==> config.mk <==
export PLATFORM = sky130hd
export DESIGN_NAME = serial_prescale_interrupts
export DESIGN_NICKNAME = d
export VERILOG_FILES = /design/src/verilog/serial_prescale_pkg.sv /design/src/verilog/frame_fifo.sv /design/src/verilog/serial_prescale_interrupts.sv
export SDC_FILE = /design/constraint.sdc
export NUM_CORES = 1
export LEC_CHECK = 0
export BUFFER_PORTS_ARGS = -buffer_cell sky130_fd_sc_hd__clkbuf_2
export CAP_MARGIN = 15
export CORE_UTILIZATION = 40
export DETAILED_ROUTE_END_ITERATION = 10
export SYNTH_ARGS = -nofsm -noshare
export SYNTH_HDL_FRONTEND = slang
export SYNTH_SLANG_ARGS = --single-unit
==> constraint.sdc <==
create_clock -name aclk -period 4.62 [get_ports aclk]
set_input_delay 0.924 -clock aclk [delete_from_list [all_inputs] [get_ports aclk]]
set_output_delay 0.924 -clock aclk [all_outputs]
set_load 0.02 [all_outputs]
==> src/verilog/serial_prescale_pkg.sv <==
/*
  Constants shared by the prescaler / interrupt-condition block and its FIFO:
  register byte addresses, field positions, reset values, FIFO geometry.
  Assumes a 32-bit AXI4-Lite address space decoded on the full address.
*/
package serial_prescale_pkg;

  // Register byte addresses
  localparam logic [31:0] data_addr            = 32'h4004_0008;
  localparam logic [31:0] clock_prescale_addr  = 32'h4004_0010;
  localparam logic [31:0] interrupt_enable_addr = 32'h4004_0014;
  localparam logic [31:0] raw_status_addr      = 32'h4004_0018;
  localparam logic [31:0] masked_status_addr   = 32'h4004_001c;
  localparam logic [31:0] interrupt_clear_addr = 32'h4004_0020;

  // Interrupt bit positions
  localparam int overrun_bit  = 0;
  localparam int timeout_bit  = 1;
  localparam int rx_level_bit = 2;
  localparam int tx_level_bit = 3;
  localparam int irq_bits     = 4;

  // Reset values
  localparam logic [7:0] prescale_reset = 8'h00;
  localparam logic [3:0] enable_reset   = 4'h0;

  // Divisor range and time-out length in bit periods
  localparam logic [7:0] prescale_min  = 8'h02;
  localparam logic [5:0] timeout_bits  = 6'h20;

  // FIFO geometry
  localparam int frame_width = 16;
  localparam int fifo_depth  = 16;
  localparam int level_width = 5;
  localparam logic [4:0] half_depth = 5'h08;

  // AXI responses
  localparam logic [1:0] resp_okay   = 2'h0;
  localparam logic [1:0] resp_slverr = 2'h2;

endpackage

==> src/verilog/frame_fifo.sv <==
/*
  Synchronous FIFO with valid/ready on both sides and a fill level output.
  Read data comes from a register holding the head word.
  Assumes one clock and a synchronous active-low reset.
*/
`timescale 1ns/1ps
`default_nettype none

module frame_fifo #(
  parameter int WIDTH = 16,
  parameter int DEPTH = 16
) (
  input  wire logic                         aclk,
  input  wire logic                         aresetn,
  input  wire logic                         in_valid,
  input  wire logic [WIDTH-1:0]             in_data,
  output logic                              in_ready,
  output logic                              out_valid,
  output logic      [WIDTH-1:0]             out_data,
  input  wire logic                         out_ready,
  output logic      [$clog2(DEPTH+1)-1:0]   level
);

  localparam int AW = $clog2(DEPTH);

  logic [WIDTH-1:0] mem [DEPTH];
  logic [AW-1:0]    wr_ptr;
  logic [AW-1:0]    rd_ptr;
  logic [AW-1:0]    next_rd_ptr;
  logic             push;
  logic             pop;

  // Handshakes
  assign in_ready    = (level != DEPTH[$clog2(DEPTH+1)-1:0]);
  assign out_valid   = (level != '0);
  assign push        = in_valid && in_ready;
  assign pop         = out_valid && out_ready;
  assign next_rd_ptr = pop ? rd_ptr + 1'b1 : rd_ptr;

  // Storage
  always_ff @(posedge aclk) begin
    if (push) begin
      mem[wr_ptr] <= in_data;
    end
  end

  // Pointers and level
  always_ff @(posedge aclk) begin
    if (!aresetn) begin
      wr_ptr <= '0;
      rd_ptr <= '0;
      level  <= '0;
    end else begin
      if (push) begin
        wr_ptr <= wr_ptr + 1'b1;
      end
      rd_ptr <= next_rd_ptr;
      if (push && !pop) begin
        level <= level + 1'b1;
      end else if (pop && !push) begin
        level <= level - 1'b1;
      end
    end
  end

  // Registered head word, bypassing a write into the next head slot
  always_ff @(posedge aclk) begin
    if (!aresetn) begin
      out_data <= '0;
    end else if (push && (wr_ptr == next_rd_ptr)) begin
      out_data <= in_data;
    end else begin
      out_data <= mem[next_rd_ptr];
    end
  end

endmodule

`default_nettype wire

==> src/verilog/serial_prescale_interrupts.sv <==
/*
  Bit-clock prescaler, receive/transmit FIFOs and interrupt conditions of a
  synchronous serial controller, reached over AXI4-Lite.
  Assumes the frame shifter outside supplies received frames, drains transmit
  frames, and provides mode, clock rate factor and the slave bit tick.
*/
`timescale 1ns/1ps
`default_nettype none

module serial_prescale_interrupts
  import serial_prescale_pkg::*;
(
  input  wire logic                   aclk,
  input  wire logic                   aresetn,
  input  wire logic [31:0]            s_axi_awaddr,
  input  wire logic                   s_axi_awvalid,
  output logic                        s_axi_awready,
  input  wire logic [31:0]            s_axi_wdata,
  input  wire logic [3:0]             s_axi_wstrb,
  input  wire logic                   s_axi_wvalid,
  output logic                        s_axi_wready,
  output logic [1:0]                  s_axi_bresp,
  output logic                        s_axi_bvalid,
  input  wire logic                   s_axi_bready,
  input  wire logic [31:0]            s_axi_araddr,
  input  wire logic                   s_axi_arvalid,
  output logic                        s_axi_arready,
  output logic [31:0]                 s_axi_rdata,
  output logic [1:0]                  s_axi_rresp,
  output logic                        s_axi_rvalid,
  input  wire logic                   s_axi_rready,
  input  wire logic                   master_mode,
  input  wire logic [7:0]             serial_clock_rate_factor,
  input  wire logic                   slave_bit_tick,
  output logic                        shift_tick,
  input  wire logic                   rx_frame_valid,
  input  wire logic [frame_width-1:0] rx_frame_data,
  output logic                        rx_frame_ready,
  output logic                        tx_frame_valid,
  output logic [frame_width-1:0]      tx_frame_data,
  input  wire logic                   tx_frame_ready,
  output logic                        irq
);

  logic [7:0]             prescale_divisor;
  logic [irq_bits-1:0]    interrupt_enable;
  logic [7:0]             prescale_count;
  logic [7:0]             rate_count;
  logic                   prescale_tick;
  logic                   bit_tick;
  logic [5:0]             timeout_count;
  logic                   overrun_raw_flag;
  logic                   timeout_raw_flag;
  logic [irq_bits-1:0]    raw_status;
  logic [irq_bits-1:0]    masked_status;
  logic [level_width-1:0] rx_level;
  logic [level_width-1:0] tx_level;
  logic                   rx_out_valid;
  logic [frame_width-1:0] rx_out_data;
  logic                   rx_pop;
  logic                   tx_in_ready;
  logic                   tx_push;
  logic                   aw_held;
  logic [31:0]            aw_addr;
  logic                   w_held;
  logic [31:0]            w_data;
  logic [3:0]             w_strb;
  logic                   write_go;
  logic                   write_mapped;
  logic                   clear_overrun;
  logic                   clear_timeout;
  logic                   overrun_event;
  logic                   frame_taken;

  // Receive FIFO between frame shifter and software
  frame_fifo #(
    .WIDTH (frame_width),
    .DEPTH (fifo_depth)
  ) rx_fifo (
    .aclk      (aclk),
    .aresetn   (aresetn),
    .in_valid  (rx_frame_valid),
    .in_data   (rx_frame_data),
    .in_ready  (rx_frame_ready),
    .out_valid (rx_out_valid),
    .out_data  (rx_out_data),
    .out_ready (rx_pop),
    .level     (rx_level)
  );

  // Transmit FIFO between software and frame shifter
  frame_fifo #(
    .WIDTH (frame_width),
    .DEPTH (fifo_depth)
  ) tx_fifo (
    .aclk      (aclk),
    .aresetn   (aresetn),
    .in_valid  (tx_push),
    .in_data   (w_data[frame_width-1:0]),
    .in_ready  (tx_in_ready),
    .out_valid (tx_frame_valid),
    .out_data  (tx_frame_data),
    .out_ready (tx_frame_ready),
    .level     (tx_level)
  );

  // prescaler tick
  // Divisor below the minimum leaves the prescaler idle
  always_ff @(posedge aclk) begin
    if (!aresetn) begin
      prescale_count <= '0;
    end else if (prescale_divisor < prescale_min || prescale_tick) begin
      prescale_count <= '0;
    end else begin
      prescale_count <= prescale_count + 8'h01;
    end
  end
  assign prescale_tick = (prescale_divisor >= prescale_min)
                      && (prescale_count >= prescale_divisor - 8'h01);

  always_ff @(posedge aclk) begin
    if (!aresetn) begin
      rate_count <= '0;
    end else if (prescale_tick) begin
      rate_count <= bit_tick ? 8'h00 : rate_count + 8'h01;
    end
  end
  // At-least compare so a lowered factor cannot strand the count for a full wrap
  assign bit_tick = prescale_tick && (rate_count >= serial_clock_rate_factor);

  // relies on the partner pacing slave_bit_tick
  assign shift_tick = master_mode ? bit_tick : slave_bit_tick;

  // Write channel: address and data taken in either order
  assign s_axi_awready = !aw_held;
  assign s_axi_wready  = !w_held;
  assign tx_push       = aw_held && w_held && !s_axi_bvalid
                      && (aw_addr == data_addr) && (w_strb != 4'h0);
  assign write_go      = aw_held && w_held && !s_axi_bvalid
                      && ((aw_addr != data_addr) || tx_in_ready || (w_strb == 4'h0));
  assign write_mapped  = (aw_addr == data_addr) || (aw_addr == clock_prescale_addr)
                      || (aw_addr == interrupt_enable_addr)
                      || (aw_addr == interrupt_clear_addr);

  // Capture of address and data halves
  always_ff @(posedge aclk) begin
    if (!aresetn) begin
      aw_held <= 1'b0;
      w_held  <= 1'b0;
      aw_addr <= '0;
      w_data  <= '0;
      w_strb  <= '0;
    end else begin
      if (s_axi_awvalid && !aw_held) begin
        aw_held <= 1'b1;
        aw_addr <= s_axi_awaddr;
      end else if (write_go) begin
        aw_held <= 1'b0;
      end
      if (s_axi_wvalid && !w_held) begin
        w_held <= 1'b1;
        w_data <= s_axi_wdata;
        w_strb <= s_axi_wstrb;
      end else if (write_go) begin
        w_held <= 1'b0;
      end
    end
  end

  // Write response
  always_ff @(posedge aclk) begin
    if (!aresetn) begin
      s_axi_bvalid <= 1'b0;
      s_axi_bresp  <= resp_okay;
    end else if (write_go) begin
      s_axi_bvalid <= 1'b1;
      s_axi_bresp  <= write_mapped ? resp_okay : resp_slverr;
    end else if (s_axi_bready) begin
      s_axi_bvalid <= 1'b0;
    end
  end

  // Control registers
  always_ff @(posedge aclk) begin
    if (!aresetn) begin
      prescale_divisor <= prescale_reset;
      interrupt_enable <= enable_reset;
    end else if (write_go && w_strb[0]) begin
      if (aw_addr == clock_prescale_addr) begin
        prescale_divisor <= {w_data[7:1], 1'b0};
      end
      if (aw_addr == interrupt_enable_addr) begin
        interrupt_enable <= w_data[irq_bits-1:0];
      end
    end
  end

  assign clear_overrun = write_go && w_strb[0] && (aw_addr == interrupt_clear_addr)
                      && w_data[overrun_bit];
  assign clear_timeout = write_go && w_strb[0] && (aw_addr == interrupt_clear_addr)
                      && w_data[timeout_bit];

  assign overrun_event = rx_frame_valid && !rx_frame_ready;
  assign frame_taken   = rx_frame_valid && rx_frame_ready;

  // sticky overrun flag
  // Set wins over a clear in the same cycle
  always_ff @(posedge aclk) begin
    if (!aresetn) begin
      overrun_raw_flag <= 1'b0;
    end else if (overrun_event) begin
      overrun_raw_flag <= 1'b1;
    end else if (clear_overrun) begin
      overrun_raw_flag <= 1'b0;
    end
  end

  // time-out counter restart
  // Counts bit periods of the internal rate in both modes
  always_ff @(posedge aclk) begin
    if (!aresetn) begin
      timeout_count <= '0;
    end else if (!rx_out_valid || rx_pop || frame_taken || overrun_event) begin
      timeout_count <= '0;
    end else if (bit_tick && timeout_count != timeout_bits) begin
      timeout_count <= timeout_count + 6'h01;
    end
  end

  always_ff @(posedge aclk) begin
    if (!aresetn) begin
      timeout_raw_flag <= 1'b0;
    end else if (bit_tick && rx_out_valid && !rx_pop && !frame_taken && !overrun_event
                 && timeout_count == timeout_bits - 6'h01) begin
      timeout_raw_flag <= 1'b1;
    end else if (clear_timeout) begin
      timeout_raw_flag <= 1'b0;
    end
  end

  always_comb begin
    raw_status               = '0;
    raw_status[overrun_bit]  = overrun_raw_flag;
    raw_status[timeout_bit]  = timeout_raw_flag;
    raw_status[rx_level_bit] = (rx_level >= half_depth);
    raw_status[tx_level_bit] = (tx_level <= half_depth);
  end

  assign masked_status = raw_status & interrupt_enable;
  assign irq = |masked_status;

  // Read channel, one read at a time; data register read pops receive FIFO
  assign s_axi_arready = !s_axi_rvalid;
  assign rx_pop        = s_axi_arvalid && !s_axi_rvalid && (s_axi_araddr == data_addr);

  // Read data and response
  always_ff @(posedge aclk) begin
    if (!aresetn) begin
      s_axi_rvalid <= 1'b0;
      s_axi_rdata  <= '0;
      s_axi_rresp  <= resp_okay;
    end else if (s_axi_arvalid && !s_axi_rvalid) begin
      s_axi_rvalid <= 1'b1;
      s_axi_rresp  <= resp_okay;
      case (s_axi_araddr)
        data_addr:             s_axi_rdata <= {16'h0000, rx_out_valid ? rx_out_data : 16'h0000};
        clock_prescale_addr:   s_axi_rdata <= {24'h000000, prescale_divisor};
        interrupt_enable_addr: s_axi_rdata <= {28'h0000000, interrupt_enable};
        raw_status_addr:       s_axi_rdata <= {28'h0000000, raw_status};
        masked_status_addr:    s_axi_rdata <= {28'h0000000, masked_status};
        default: begin
          s_axi_rdata <= '0;
          s_axi_rresp <= resp_slverr;
        end
      endcase
    end else if (s_axi_rready) begin
      s_axi_rvalid <= 1'b0;
    end
  end

endmodule

`default_nettype wire

==> Word level (Yosys, flattened, before mapping) <==
Memory sizes are Yosys's and may differ from the RTL's. A register that Yosys moved wholly into a read port is not among the register bits.
Cells that the tools add are included.
W data, S select, Z words.
{ "word_totals": {"register_bits": 153, "mem_bits_rw": 512, "memories": 2} }
{ "op_classes": {"muxes": 27, "eq_ne": 14, "add_sub_neg": 12, "reduce_logical": 71, "n_bitwise": 2, "magnitude_cmp": 6} }
{ "memory_table": {"columns": ["memory", "depth", "word_bits", "read_ports", "rd_clocked_by_memory_dff", "write_ports", "line", "source"], "rows": [
  ["rx_fifo.mem", 16, 16, 1, 1, 1, "frame_fifo.sv:26", "logic [WIDTH-1:0] mem [DEPTH];"],
  ["tx_fifo.mem", 16, 16, 1, 1, 1, "frame_fifo.sv:26", null]
]} }
{ "op_table": {"columns": ["op", "count"], "rows": [
  ["$eq A32 B31 Y1 const B", 9],
  ["$pmux W16 S5", 1],
  ["$ne A32 B31 Y1 const B", 1],
  ["$logic_and A1 B1 Y1", 30],
  ["$mux W5", 4],
  ["$add A4 B1 Y4 const B", 4],
  ["$add A8 B1 Y8 const B", 2],
  ["$ge A8 B8 Y1", 2],
  ["$mux W1", 16],
  ["$mux W16", 1],
  ["$reduce_bool A2 Y1", 8],
  ["$logic_not A1 Y1", 14],
  ["$add A5 B1 Y5 const B", 2],
  ["$ne A5 B5 Y1 const B", 2],
  ["$reduce_bool A5 Y1", 2],
  ["$sub A5 B1 Y5 const B", 2],
  ["$logic_or A1 B1 Y1", 9],
  ["$ge A8 B2 Y1 const B", 1],
  ["$lt A8 B2 Y1 const B", 1],
  ["$mux W4", 2],
  ["$mux W8", 1],
  ["$sub A8 B1 Y8 const B", 1],
  ["$add A6 B1 Y6 const B", 1],
  ["$eq A6 B5 Y1 const B", 1],
  ["12 further kinds", 15]
]} }

==> Logic depth before layout (Yosys ltp) <==
Gate-level depths: netlist of run 1.
{ "depth": {"ltp_word": 10, "depth_mapped": 14} }

==> Modules after synthesis <==
A second synthesis of run 1 with hierarchy kept.
{ "hier_totals": {"cells_unflattened": 2408, "area_unflattened_um2": 33140.5} }
{ "by_module_without_submodules": {"columns": ["mod", "area_each_um2", "seq_area_each_um2", "instances", "cells_each"], "rows": [
  ["frame_fifo (tx_fifo)", 14067.2, 8267.9, 1, 885],
  ["frame_fifo (rx_fifo)", 13923.4, 8267.9, 1, 886],
  ["serial_prescale_interrupts", 5149.9, 2182.1, 1, 637]
]} }

==> Least setup slack after synthesis of run 1 <==
No wires, ideal clock.
{ "synth_path": {"kind": "input to register", "from": "input port s_axi_araddr[21]", "to": "register rx_fifo.level[4]", "setup_time_ps": 70, "arrival_time_ps": 3591, "slack_ps": 959, "stages": 13, "cell_sequence": "nor4b_1 nand4_1 nor3_2 clkbuf_1 inv_1 ha_1 inv_1 ha_1 a21o_1 a21oi_1 xnor2_1 or3_1 a21oi_1"} }
{ "synth_between": {"elab_chain_cells": 6, "word_cells_on_any_way": 8, "classes_between": "eq/ne (1); mux (1); reduce/logical (6)"} }
{ "synth_rtl": {"columns": ["item", "line", "source"], "rows": [
  ["start: declaration", "serial_prescale_interrupts.sv:25", "input wire logic [31:0] s_axi_araddr,"],
  ["$eq A32 B31 Y1 (*)", "serial_prescale_interrupts.sv:254", "assign rx_pop = s_axi_arvalid && !s_axi_rvalid && (s_axi_araddr == data_addr);"],
  ["$logic_and A1 B1 Y1 (*)", "serial_prescale_interrupts.sv:254", null],
  ["$logic_and A1 B1 Y1 (*)", "frame_fifo.sv:37", "assign pop = out_valid && out_ready;"],
  ["$logic_not A1 Y1", "frame_fifo.sv:58", "if (push && !pop) begin"],
  ["$logic_and A1 B1 Y1", "frame_fifo.sv:58", null],
  ["$mux W5 / $reduce_bool A2 Y1 (equally long branches)", null, null],
  ["end signal: assignment", "frame_fifo.sv:59", "level <= level + 1'b1;"],
  ["end signal: assignment", "frame_fifo.sv:61", "level <= level - 1'b1;"],
  ["end: declaration", "frame_fifo.sv:21", "output logic [$clog2(DEPTH+1)-1:0] level"]
]} }
Mark *: on every way between the ends. The rest lies on a longest branch, timed or not.
A chain may end at the register's enable or synchronous reset.

==> Final worst setup path of run 1 <==
{ "layout_path": {"from": "register prescale_divisor[1]", "to": "output port shift_tick"} }
{ "layout_between": {"elab_chain_cells": 5, "word_cells_on_any_way": 6, "classes_between": "add/sub (1); order compare (2); mux (1); reduce/logical (2)"} }
{ "layout_rtl": {"columns": ["item", "line", "source"], "rows": [
  ["start: declaration", "serial_prescale_interrupts.sv:45", "logic [7:0] prescale_divisor;"],
  ["start signal: assignment", "serial_prescale_interrupts.sv:186", "prescale_divisor <= prescale_reset;"],
  ["start signal: assignment", "serial_prescale_interrupts.sv:190", "prescale_divisor <= {w_data[7:1], 1'b0};"],
  ["$sub A8 B1 Y8", "serial_prescale_interrupts.sv:119", "&& (prescale_count >= prescale_divisor - 8'h01);"],
  ["$ge A8 B8 Y1", "serial_prescale_interrupts.sv:119", null],
  ["$logic_and A1 B1 Y1 (*)", "serial_prescale_interrupts.sv:119", null],
  ["$logic_and A1 B1 Y1 (*)", "serial_prescale_interrupts.sv:129", "assign bit_tick = prescale_tick && (rate_count >= serial_clock_rate_factor);"],
  ["$mux W1 (*)", "serial_prescale_interrupts.sv:132", "assign shift_tick = master_mode ? bit_tick : slave_bit_tick;"],
  ["end: declaration", "serial_prescale_interrupts.sv:35", "output logic shift_tick,"]
]} }
Marked as above.

==> impl_metrics.toml, run 1 <==
[timing]
final.setup.worst_slack_ns = 0.725
setup_viol = 0
tightest_slew_ns = 1.03
relSlewSlack_pct = 31.5
fin_setup_tns_ns = 0
period_needed_ns = 3.90
rsz0062_at_grt = "no"
hold_violations = 0
clock.fmax_mhz = 257
fin_crit_sh_pct = 84.3
slew_violations = 0
finalClockSkew_ns = 0.0297

[worst_setup_path]
worst_setup_path_start_kind = "flip-flop"
critPathBufInv = 2
crit_fanout = 5
path_common_cell = "ha_1"
path_delay_family = "simple AND/OR/NAND/NOR gates"
critPathSlowestCell = "o21ai_1"
cp_data_required_time_ns = 3.70
crit_path_start = "prescale_divisor[1]"
cp.arrival_ns = 2.97
crit_chain = "inv_1, ha_1, nor3b_1, xnor2_1, ha_1, nor3_1, nor2_1, nand2_1, o21ai_1, nand3_1, o21ai_0, clkbuf_2"
crit_type = "reg2out"
slowest_delay_ns = 0.37
r2r_start = "rx_fifo.level[0]"
endpoint_kind = "output port"

[grt]
grt_pass1_vias = 17100
grt-busiest-layer = "met2"
grtUsageMet2_pct = 33.0
globalRouteMet1Util_pct = 23.5
grt.total_usage_pct = 18.8
grt_max_degree = 63
grt.overflow.total = 0
grt_pass1_wl_mm = 101
gr-usage-met3_pct = 3.52
antenna_found_initial = 0

[routing]
vias = 16700
route.detailed.drc = 0
vias_per_cell = 5.39
wl_per_cell_um = 21.2
ant_nets = 0
dr.pass1.iters = 5
drt_iter0_markers = 1290
routed_wl_mm = 65.7

[synthesis]
synthCells = 1946
syn_area_um2 = 27600
syn_avg_cell_area_um2 = 14.2
synth_top_cell_area_share_pct = 55.7
synth-seq-cells = 679
synth.distinct_cells = 68
synth_top_cell_by_area = "edfxtp_1"
synth_area_leaders = "edfxtp_1 56%, dfxtp_1 12%, mux4_2 5.2%, nand2_1 3.6%, mux2i_1 2.9%"
ys_async_sr_fraction_pct = 0
synth_common_cells = "512 x edfxtp_1, 268 x nand2_1, 167 x dfxtp_1"
synth_flop_cell = "edfxtp_1"
ys_warn_count = 0
post-synth-top-count-cell = "edfxtp_1"
synth_edf_count = 512
yosysSeqAreaShare_pct = 67.8

[pwr]
total_power_mw = 15.2
p_leak_nw = 11.4
vdd_drop_max_mv = 0.421
p_per_area_nw_per_um2 = 474

[clocking]
cts.sinks = 679
cts_tree = "yes"
cts-buffers-inserted = 73
clk_latency_ns = 0.61
cts_resized = 0
cts_setup_buffers = 0
hold_buffers = 0
root_buffer = "clkbuf_16"
clkSlewWorstSetupHoldPaths_ns = 0.06
clockBufferDepth = 3
htree_levels = 3

[floorplanning]
io_pins = 196
initial_utilization_pct = 40.7
dieArea_um2 = 70000
num_rows = 95
core_region_area_um2 = 67800
fp.dieH_um = 265
die_w_um = 265

[placement]
dp_slack_ns = 0.477
post-dp-hpwl_mm = 40.9
gp_congestion = 0.804
io_buffers = 161

[min_path]
min_from = "aw_addr[18]"
worst_hold_path_type = "reg2reg"

[finish]
nFillCells = 5902
drive_gt1_share_pct = 21.0
nets = 2335
synthToLayoutAreaGrowth_pct = 16.5
antenna_cells = 0

[flow_run]
maxCapViolations = 0

[status]
status = "completed"
## area by class of cell
class                           instances  area [um^2]  area share (%)
Clock buffer                           99         2040            6.34
Clock inverter                         36          315           0.981
Inverter                               35          134           0.417
Multi-Input combinational cell       1129         8360            26.0
Sequential cell                       679        18700            58.3
Tap cell                              873         1090            3.40
Timing Repair Buffer                  241         1480            4.60
## final timing paths
path	endpoint	slack (ns)	depth (start not counted)
setup reg to reg	rx_fifo.out_data[8]	1.06	10
setup / recovery	shift_tick	0.72	12
hold reg to reg	aw_addr[18]	0.46	2
hold / removal	aw_addr[18]	0.46	2
## sequential cells by signal, summed over array words and instances, names as in the netlist, 4 cells and up
register and cells:
rx_fifo.mem 256, tx_fifo.mem 256, aw_addr 32, rx_fifo.out_data 16
s_axi_rdata 16, tx_fifo.out_data 16, w_data 16, prescale_count 8
rate_count 8, prescale_divisor 7, timeout_count 6, rx_fifo.level 5
tx_fifo.level 5, interrupt_enable 4, rx_fifo.rd_ptr 4, rx_fifo.wr_ptr 4
tx_fifo.rd_ptr 4, tx_fifo.wr_ptr 4, w_strb 4
## stage by stage
stage | utilization [%] | instances | hold slack [ns] | cell area, um^2
final | 47.4 | 3092 | 0.455 | 32100
after CTS | 47.4 | 3091 | 0.456 | 32100
after global placement | 43.9 | 2956 | 0.442 | 29800
after global routing | 47.4 | 3092 | 0.472 | 32100
after floorplan | - | 1963 | 0.431 | 27700
after detailed placement | 43.9 | 2956 | 0.451 | 29800
## logic make-up (layout without fill, tap and decap cells)
group           Yosys count  count (layout)  synth area share (%)
compound gates          278             278                  7.24
xor+xnor                 50              50                  1.75
fa+ha+maj                41              41                  1.91
buf+inv                 155             411                  2.54
flops                   679             679                  67.8
mux                     164             164                  8.94
other cells               1              18                0.0136
simple gates            578             578                  9.76
## cell usage in the layout (no fill, tap or decap), types with 17 or more instances in the layout
cell       synthesis  final
clkbuf_16          0     74
xor2_1            30     28
mux2i_1           81     80
nor4_1            29     29
clkbuf_2           0    161
conb_1             1     18
nand3_1           22     22
dfxtp_1          167    167
nor2_1           119    118
inv_1             35     34
a211oi_1          33     33
and2_1            39     39
clkinv_1           0     18
nand2_1          268    268
and3_1            25     25
mux4_2            64     64
a32o_1            30     30
mux2_2            19     19
edfxtp_1         512    512
ha_1              39     39
a21oi_1           99     99
buf_4             25     74
xnor2_1           17     17
## per-layer routing
| layer | up-vias | routed length, um | part of all wire (%) |
|---|---|---|---|
| li1 | 7736 | - | - |
| met1 | 8359 | 26800 | 41 |
| met2 | 454 | 33500 | 51 |
| met3 | 119 | 3610 | 5.5 |
| met4 | 0 | 1760 | 2.7 |
| met5 | - | 0 | 0 |
## worst register-to-register path: cells and delay by family (launching register included)
| family | cells | cell delay [ns] |
|---|---|---|
| buf+inv | 2 | 0.50 |
| simple gates | 3 | 0.97 |
| xor+xnor | 1 | 0.60 |
| flops | 1 | 0.36 |
| compound gates | 4 | 1.07 |
## power breakdown
group / switching (mW) / internal [mW]
clock network: 2.39 / 3.33
registers: 0.176 / 6.76
logic: 1.33 / 1.27
total: 3.89 / 11.4
Note: power is estimated with default switching activity, not from simulation.
==> inputs of run 2 (changes only) <==
Clock period 4.62 ns to 3.9 ns, I/O delays scaled along.
==> run 2 against run 1 <==
Against the previous run:
- hold slack got worse by 0.096 ns
- total power increased by 20%
- clock power increased by 21%
- count of clock-buffer cells in the layout increased by 8
- final area increased by 0.82%
- die area unchanged
- critical path depth unchanged
- clock skew decreased by 0.0053 ns
- setup slack got worse by 0.47 ns
- sequential power increased by 19%
- wire length increased by 0.43%
- largest cell class unchanged
==> impl_metrics.toml, run 2 (synthesis results as in run 1) <==
[routing]
routed_wl_mm = 66.0
vias_per_cell = 5.38
dr.pass1.iters = 6
route.detailed.drc = 0
met2WireLength_mm = 33.8
topRoutingLayerUsed = "met4"
vias = 16700
wl_per_cell_um = 21.2
ant_nets = 0
drt_iter0_markers = 1181
wl_met3_mm = 2.92
met1_length_mm = 27.8

[timing]
finalClockSkew_ns = 0.0244
clock.fmax_mhz = 274
hold_slack_ns = 0.359
hold_violations = 0
slew_violations = 0
fin_setup_tns_ns = 0
relSlewSlack_pct = 30.2
fin_crit_sh_pct = 93.6
period_needed_ns = 3.65
setup_viol = 0
tightest_slew_ns = 1.04
rsz0062_at_grt = "no"

[pwr]
clock_power_share_pct = 38.0
switchingPower_mw = 4.60
swShare_pct = 25.2
p_leak_nw = 11.6
power.internal_mw = 13.7
p_per_area_nw_per_um2 = 564
vdd_drop_max_mv = 0.425
p_seq_share_pct = 45.0
p_comb_share_pct = 17.0

[finish]
regArea_um2 = 18700
multi_input_area_um2 = 8360
layout_commonest_cell = "edfxtp_1"
drive_gt1_share_pct = 22.1
largest_registers = "rx_fifo.mem (256), tx_fifo.mem (256), aw_addr (32)"
synthToLayoutAreaGrowth_pct = 17.4
layout_common_cells = "512 x edfxtp_1, 268 x nand2_1, 167 x dfxtp_1"
antenna_cells = 0
nets = 2349
nFillCells = 5828

[clocking]
clk_latency_ns = 0.61
cts-buffers-inserted = 74
htree_levels = 3
cts_setup_buffers = 0
root_buffer = "clkbuf_16"
hold_buffers = 0
clockBufferDepth = 3
cts.sinks = 679
cts_resized = 0
clkSlewWorstSetupHoldPaths_ns = 0.06
cts_tree = "yes"

[worst_setup_path]
r2r_start = "rx_fifo.level[0]"
cp.arrival_ns = 2.87
crit_path_start = "prescale_divisor[1]"
cp_data_required_time_ns = 3.12
crit_fanout = 5
endpoint_kind = "output port"
worst_setup_path_start_kind = "flip-flop"
crit_type = "reg2out"

[min_path]
worst_hold_path_type = "in2reg"
min_from = "s_axi_rready"

[floorplanning]
dieArea_um2 = 70000
initial_utilization_pct = 40.7
core_region_area_um2 = 67800
die_w_um = 265
num_rows = 95
fp.dieH_um = 265
io_pins = 196

[status]
status = "completed"

[grt]
grt.overflow.total = 0
grt_pass1_vias = 17000
grt.total_usage_pct = 18.9
grt_pass1_wl_mm = 101
grt_max_degree = 99
antenna_found_initial = 0

[placement]
io_buffers = 161
post-dp-hpwl_mm = 41.7
gp_congestion = 0.848

[flow_run]
maxCapViolations = 0
==> run 2: final cells by class <==
class | count | area share, %
tap | 873 | 3.37
timing repair buffer | 254 | 5.05
clock buffer | 107 | 6.63
inverter | 35 | 0.413
sequential | 679 | 57.8
multi-input combinational | 1129 | 25.8
clock inverter | 30 | 0.931
==> run 2: final timing paths <==
check,to,slack [ns],cells after the start
worst max-delay path,shift_tick,0.25,12
worst min-delay path,s_axi_rvalid,0.36,2
worst max register to register,rx_fifo.out_data[9],0.48,10
worst min register to register,w_strb[1],0.45,2
==> run 2: worst max-delay path: stages (launching register included) <==
cell	delay (ns)
dfxtp_1	0.43
inv_1	0.10
ha_1	0.24
nor3b_1	0.16
xnor2_1	0.14
ha_1	0.28
nor2_1	0.04
nor2_1	0.14
nand2_1	0.09
o21ai_2	0.24
nand3_1	0.10
o21ai_0	0.10
clkbuf_2	0.20
==> run 2: power by group through the flow <==
stage               Clock (mW)  Sequential [mW]  Combinational [mW]
detailed placement           0             8.38                3.17
global placement             0             8.37                3.12
floorplan                    0             8.34                2.33
CTS                       7.09             8.23                3.18
global route              7.38             8.25                3.39
finish                    6.93             8.22                3.11
==> run 2: routing by layer <==
| metal | vias to the layer above | GRT usage, % |
|---|---|---|
| met5 | - | 0 |
| met4 | 0 | 5.41 |
| met3 | 92 | 3.07 |
| met2 | 410 | 33.4 |
| met1 | 8461 | 23.8 |
| li1 | 7758 | - |
==> run 2: metrics by stage <==
step	instance area [um^2]	power, mW	cells	utilization, %	setup WS (ns)
after floorplan	27700	10.7	1963	-	0.383
after global placement	29900	11.5	2969	44.2	0.0596
after detailed placement	29900	11.5	2969	44.2	0.0531
after CTS	32400	18.5	3106	47.8	0.104
after global routing	32400	19.0	3107	47.8	0.00122
final	32400	18.3	3107	47.8	0.250
==> inputs of run 3 (changes only) <==
Settings changed: ABC_CLOCK_PERIOD_IN_PS set to 3900, CELL_PAD_IN_SITES_DETAIL_PLACEMENT set to 1, CELL_PAD_IN_SITES_GLOBAL_PLACEMENT set to 2, PLACE_DENSITY_LB_ADDON set to 0.3.
==> run 3 against run 2 <==
Against the previous run:
- hold slack got worse by 0.0021 ns
- utilization rose by 0.11 points
- first-iteration DRC count rose by 3.6%
- critical path depth fell by 2
- global-route usage rose by 1.7 points
- sequential share of layout area fell by 0.13 points
- combinational power rose by 2%
- critical path type unchanged
- largest power group unchanged
- highest routed layer is now met5
==> impl_metrics.toml, run 3 (synthesis results as in run 1) <==
[floorplanning]
io_pins = 196
dieArea_um2 = 70000
core_region_area_um2 = 67800
fp.dieH_um = 265
initial_utilization_pct = 40.7
die_w_um = 265
num_rows = 95

[finish]
drive_gt1_share_pct = 22.0
stdcell_area_um2 = 32500
largest_registers = "rx_fifo.mem (256), tx_fifo.mem (256), aw_addr (32)"
instances_no_fill = 3103
layout_common_cells = "512 x edfxtp_1, 268 x nand2_1, 166 x dfxtp_1"
nets = 2345
antenna_cells = 0
synthToLayoutAreaGrowth_pct = 17.7
layout_commonest_cell = "edfxtp_1"

[status]
status = "completed"

[pwr]
p_per_area_nw_per_um2 = 569
total_power_mw = 18.5
vdd_drop_max_mv = 0.523
p_leak_nw = 11.6

[clocking]
cts_tree = "yes"
clockBufferDepth = 3
htree_levels = 3
clk_latency_ns = 0.63
hold_buffers = 0
cts.sinks = 679
cts-buffers-inserted = 75
root_buffer = "clkbuf_16"
cts_setup_buffers = 0
clkSlewWorstSetupHoldPaths_ns = 0.06

[min_path]
holdPathStages = 2
worst_hold_path_type = "in2reg"

[routing]
met2WireLength_mm = 36.6
route.detailed.drc = 0
drt_iter0_markers = 1223
topRoutingLayerUsed = "met5"
wl_per_cell_um = 23.3
wl_met3_mm = 2.80
vias = 16900
met1_length_mm = 31.2
ant_nets = 0
vias_per_cell = 5.45
dr.pass1.iters = 5
routed_wl_mm = 72.2

[timing]
rsz0062_at_grt = "no"
finalClockSkew_ns = 0.0374
setup_viol = 0
slew_violations = 0
hold_violations = 0
fin_crit_sh_pct = 93.5
final.setup.worst_slack_ns = 0.255
relSlewSlack_pct = 24.4
period_needed_ns = 3.64
fin_setup_tns_ns = 0
tightest_slew_ns = 1.13
clock.fmax_mhz = 274

[placement]
postPlaceCellArea_um2 = 30000
dp_slack_ns = -0.112
gp_congestion = 0.784
place_inst = 2965
io_buffers = 161
post-dp-hpwl_mm = 45.3

[flow_run]
maxCapViolations = 0

[worst_setup_path]
reg2reg_depth = 9
crit_fanout = 7
worst_setup_path_start_kind = "flip-flop"
endpoint_kind = "output port"
cp.arrival_ns = 2.86
cp_data_required_time_ns = 3.12
crit_type = "reg2out"

[grt]
antenna_found_initial = 1
grt_pass1_vias = 17900
grt_max_degree = 75
grt_pass1_wl_mm = 109
grt.overflow.total = 0
grt.total_usage_pct = 20.6
## run 3: final timing paths
kind	from	endpoint	slack (ns)
hold reg to reg	w_strb[2]	w_strb[2]	0.45
hold / removal	s_axi_rready	s_axi_rvalid	0.36
setup / recovery	rate_count[0]	shift_tick	0.26
setup reg to reg	rx_fifo.level[0]	rx_fifo.out_data[0]	0.34
## run 3: area by class of cell
type	count	area [um^2]
fill	6725	35300
clock inverter	40	399
sequential	679	18700
timing repair buffer	249	1650
inverter	35	134
tap	873	1090
multi-input combinational	1129	8380
clock buffer	98	2090
## run 3: per-layer routing
layer	GRT usage [%]	up-vias
met1	26.6	8734
met5	0	-
met3	3.28	113
li1	-	7750
met4	5.91	2
met2	35.7	321
## run 3: critical path, stage by stage (launching register included)
cell	delay (ns)
dfxtp_1	0.43
inv_1	0.07
ha_1	0.27
nand2b_1	0.14
a21o_1	0.17
a21oi_1	0.14
o21ai_0	0.14
o41a_1	0.49
nand3_1	0.14
o21ai_0	0.09
clkbuf_2	0.16
## run 3: through the flow
stage	hold WS [ns]	utilization, %
2_1_floorplan	0.431	-
3_3_place_gp	0.443	44.2
3_5_place_dp	0.450	44.2
4_1_cts	0.318	47.9
5_1_grt	0.345	47.9
6_report	0.357	47.9
## run 3: power by group
group / internal (mW) / switching, mW / total (mW)
registers: 8.01 / 0.222 / 8.23
clock network: 4.14 / 2.94 / 7.08
logic: 1.57 / 1.61 / 3.18
## run 3: what timing repair did
action / in CTS / in global routing
endpoints found under the setup margin: 0 / 2
gates resized for setup: 0 / 3
endpoints found under the hold margin: 0 / 0
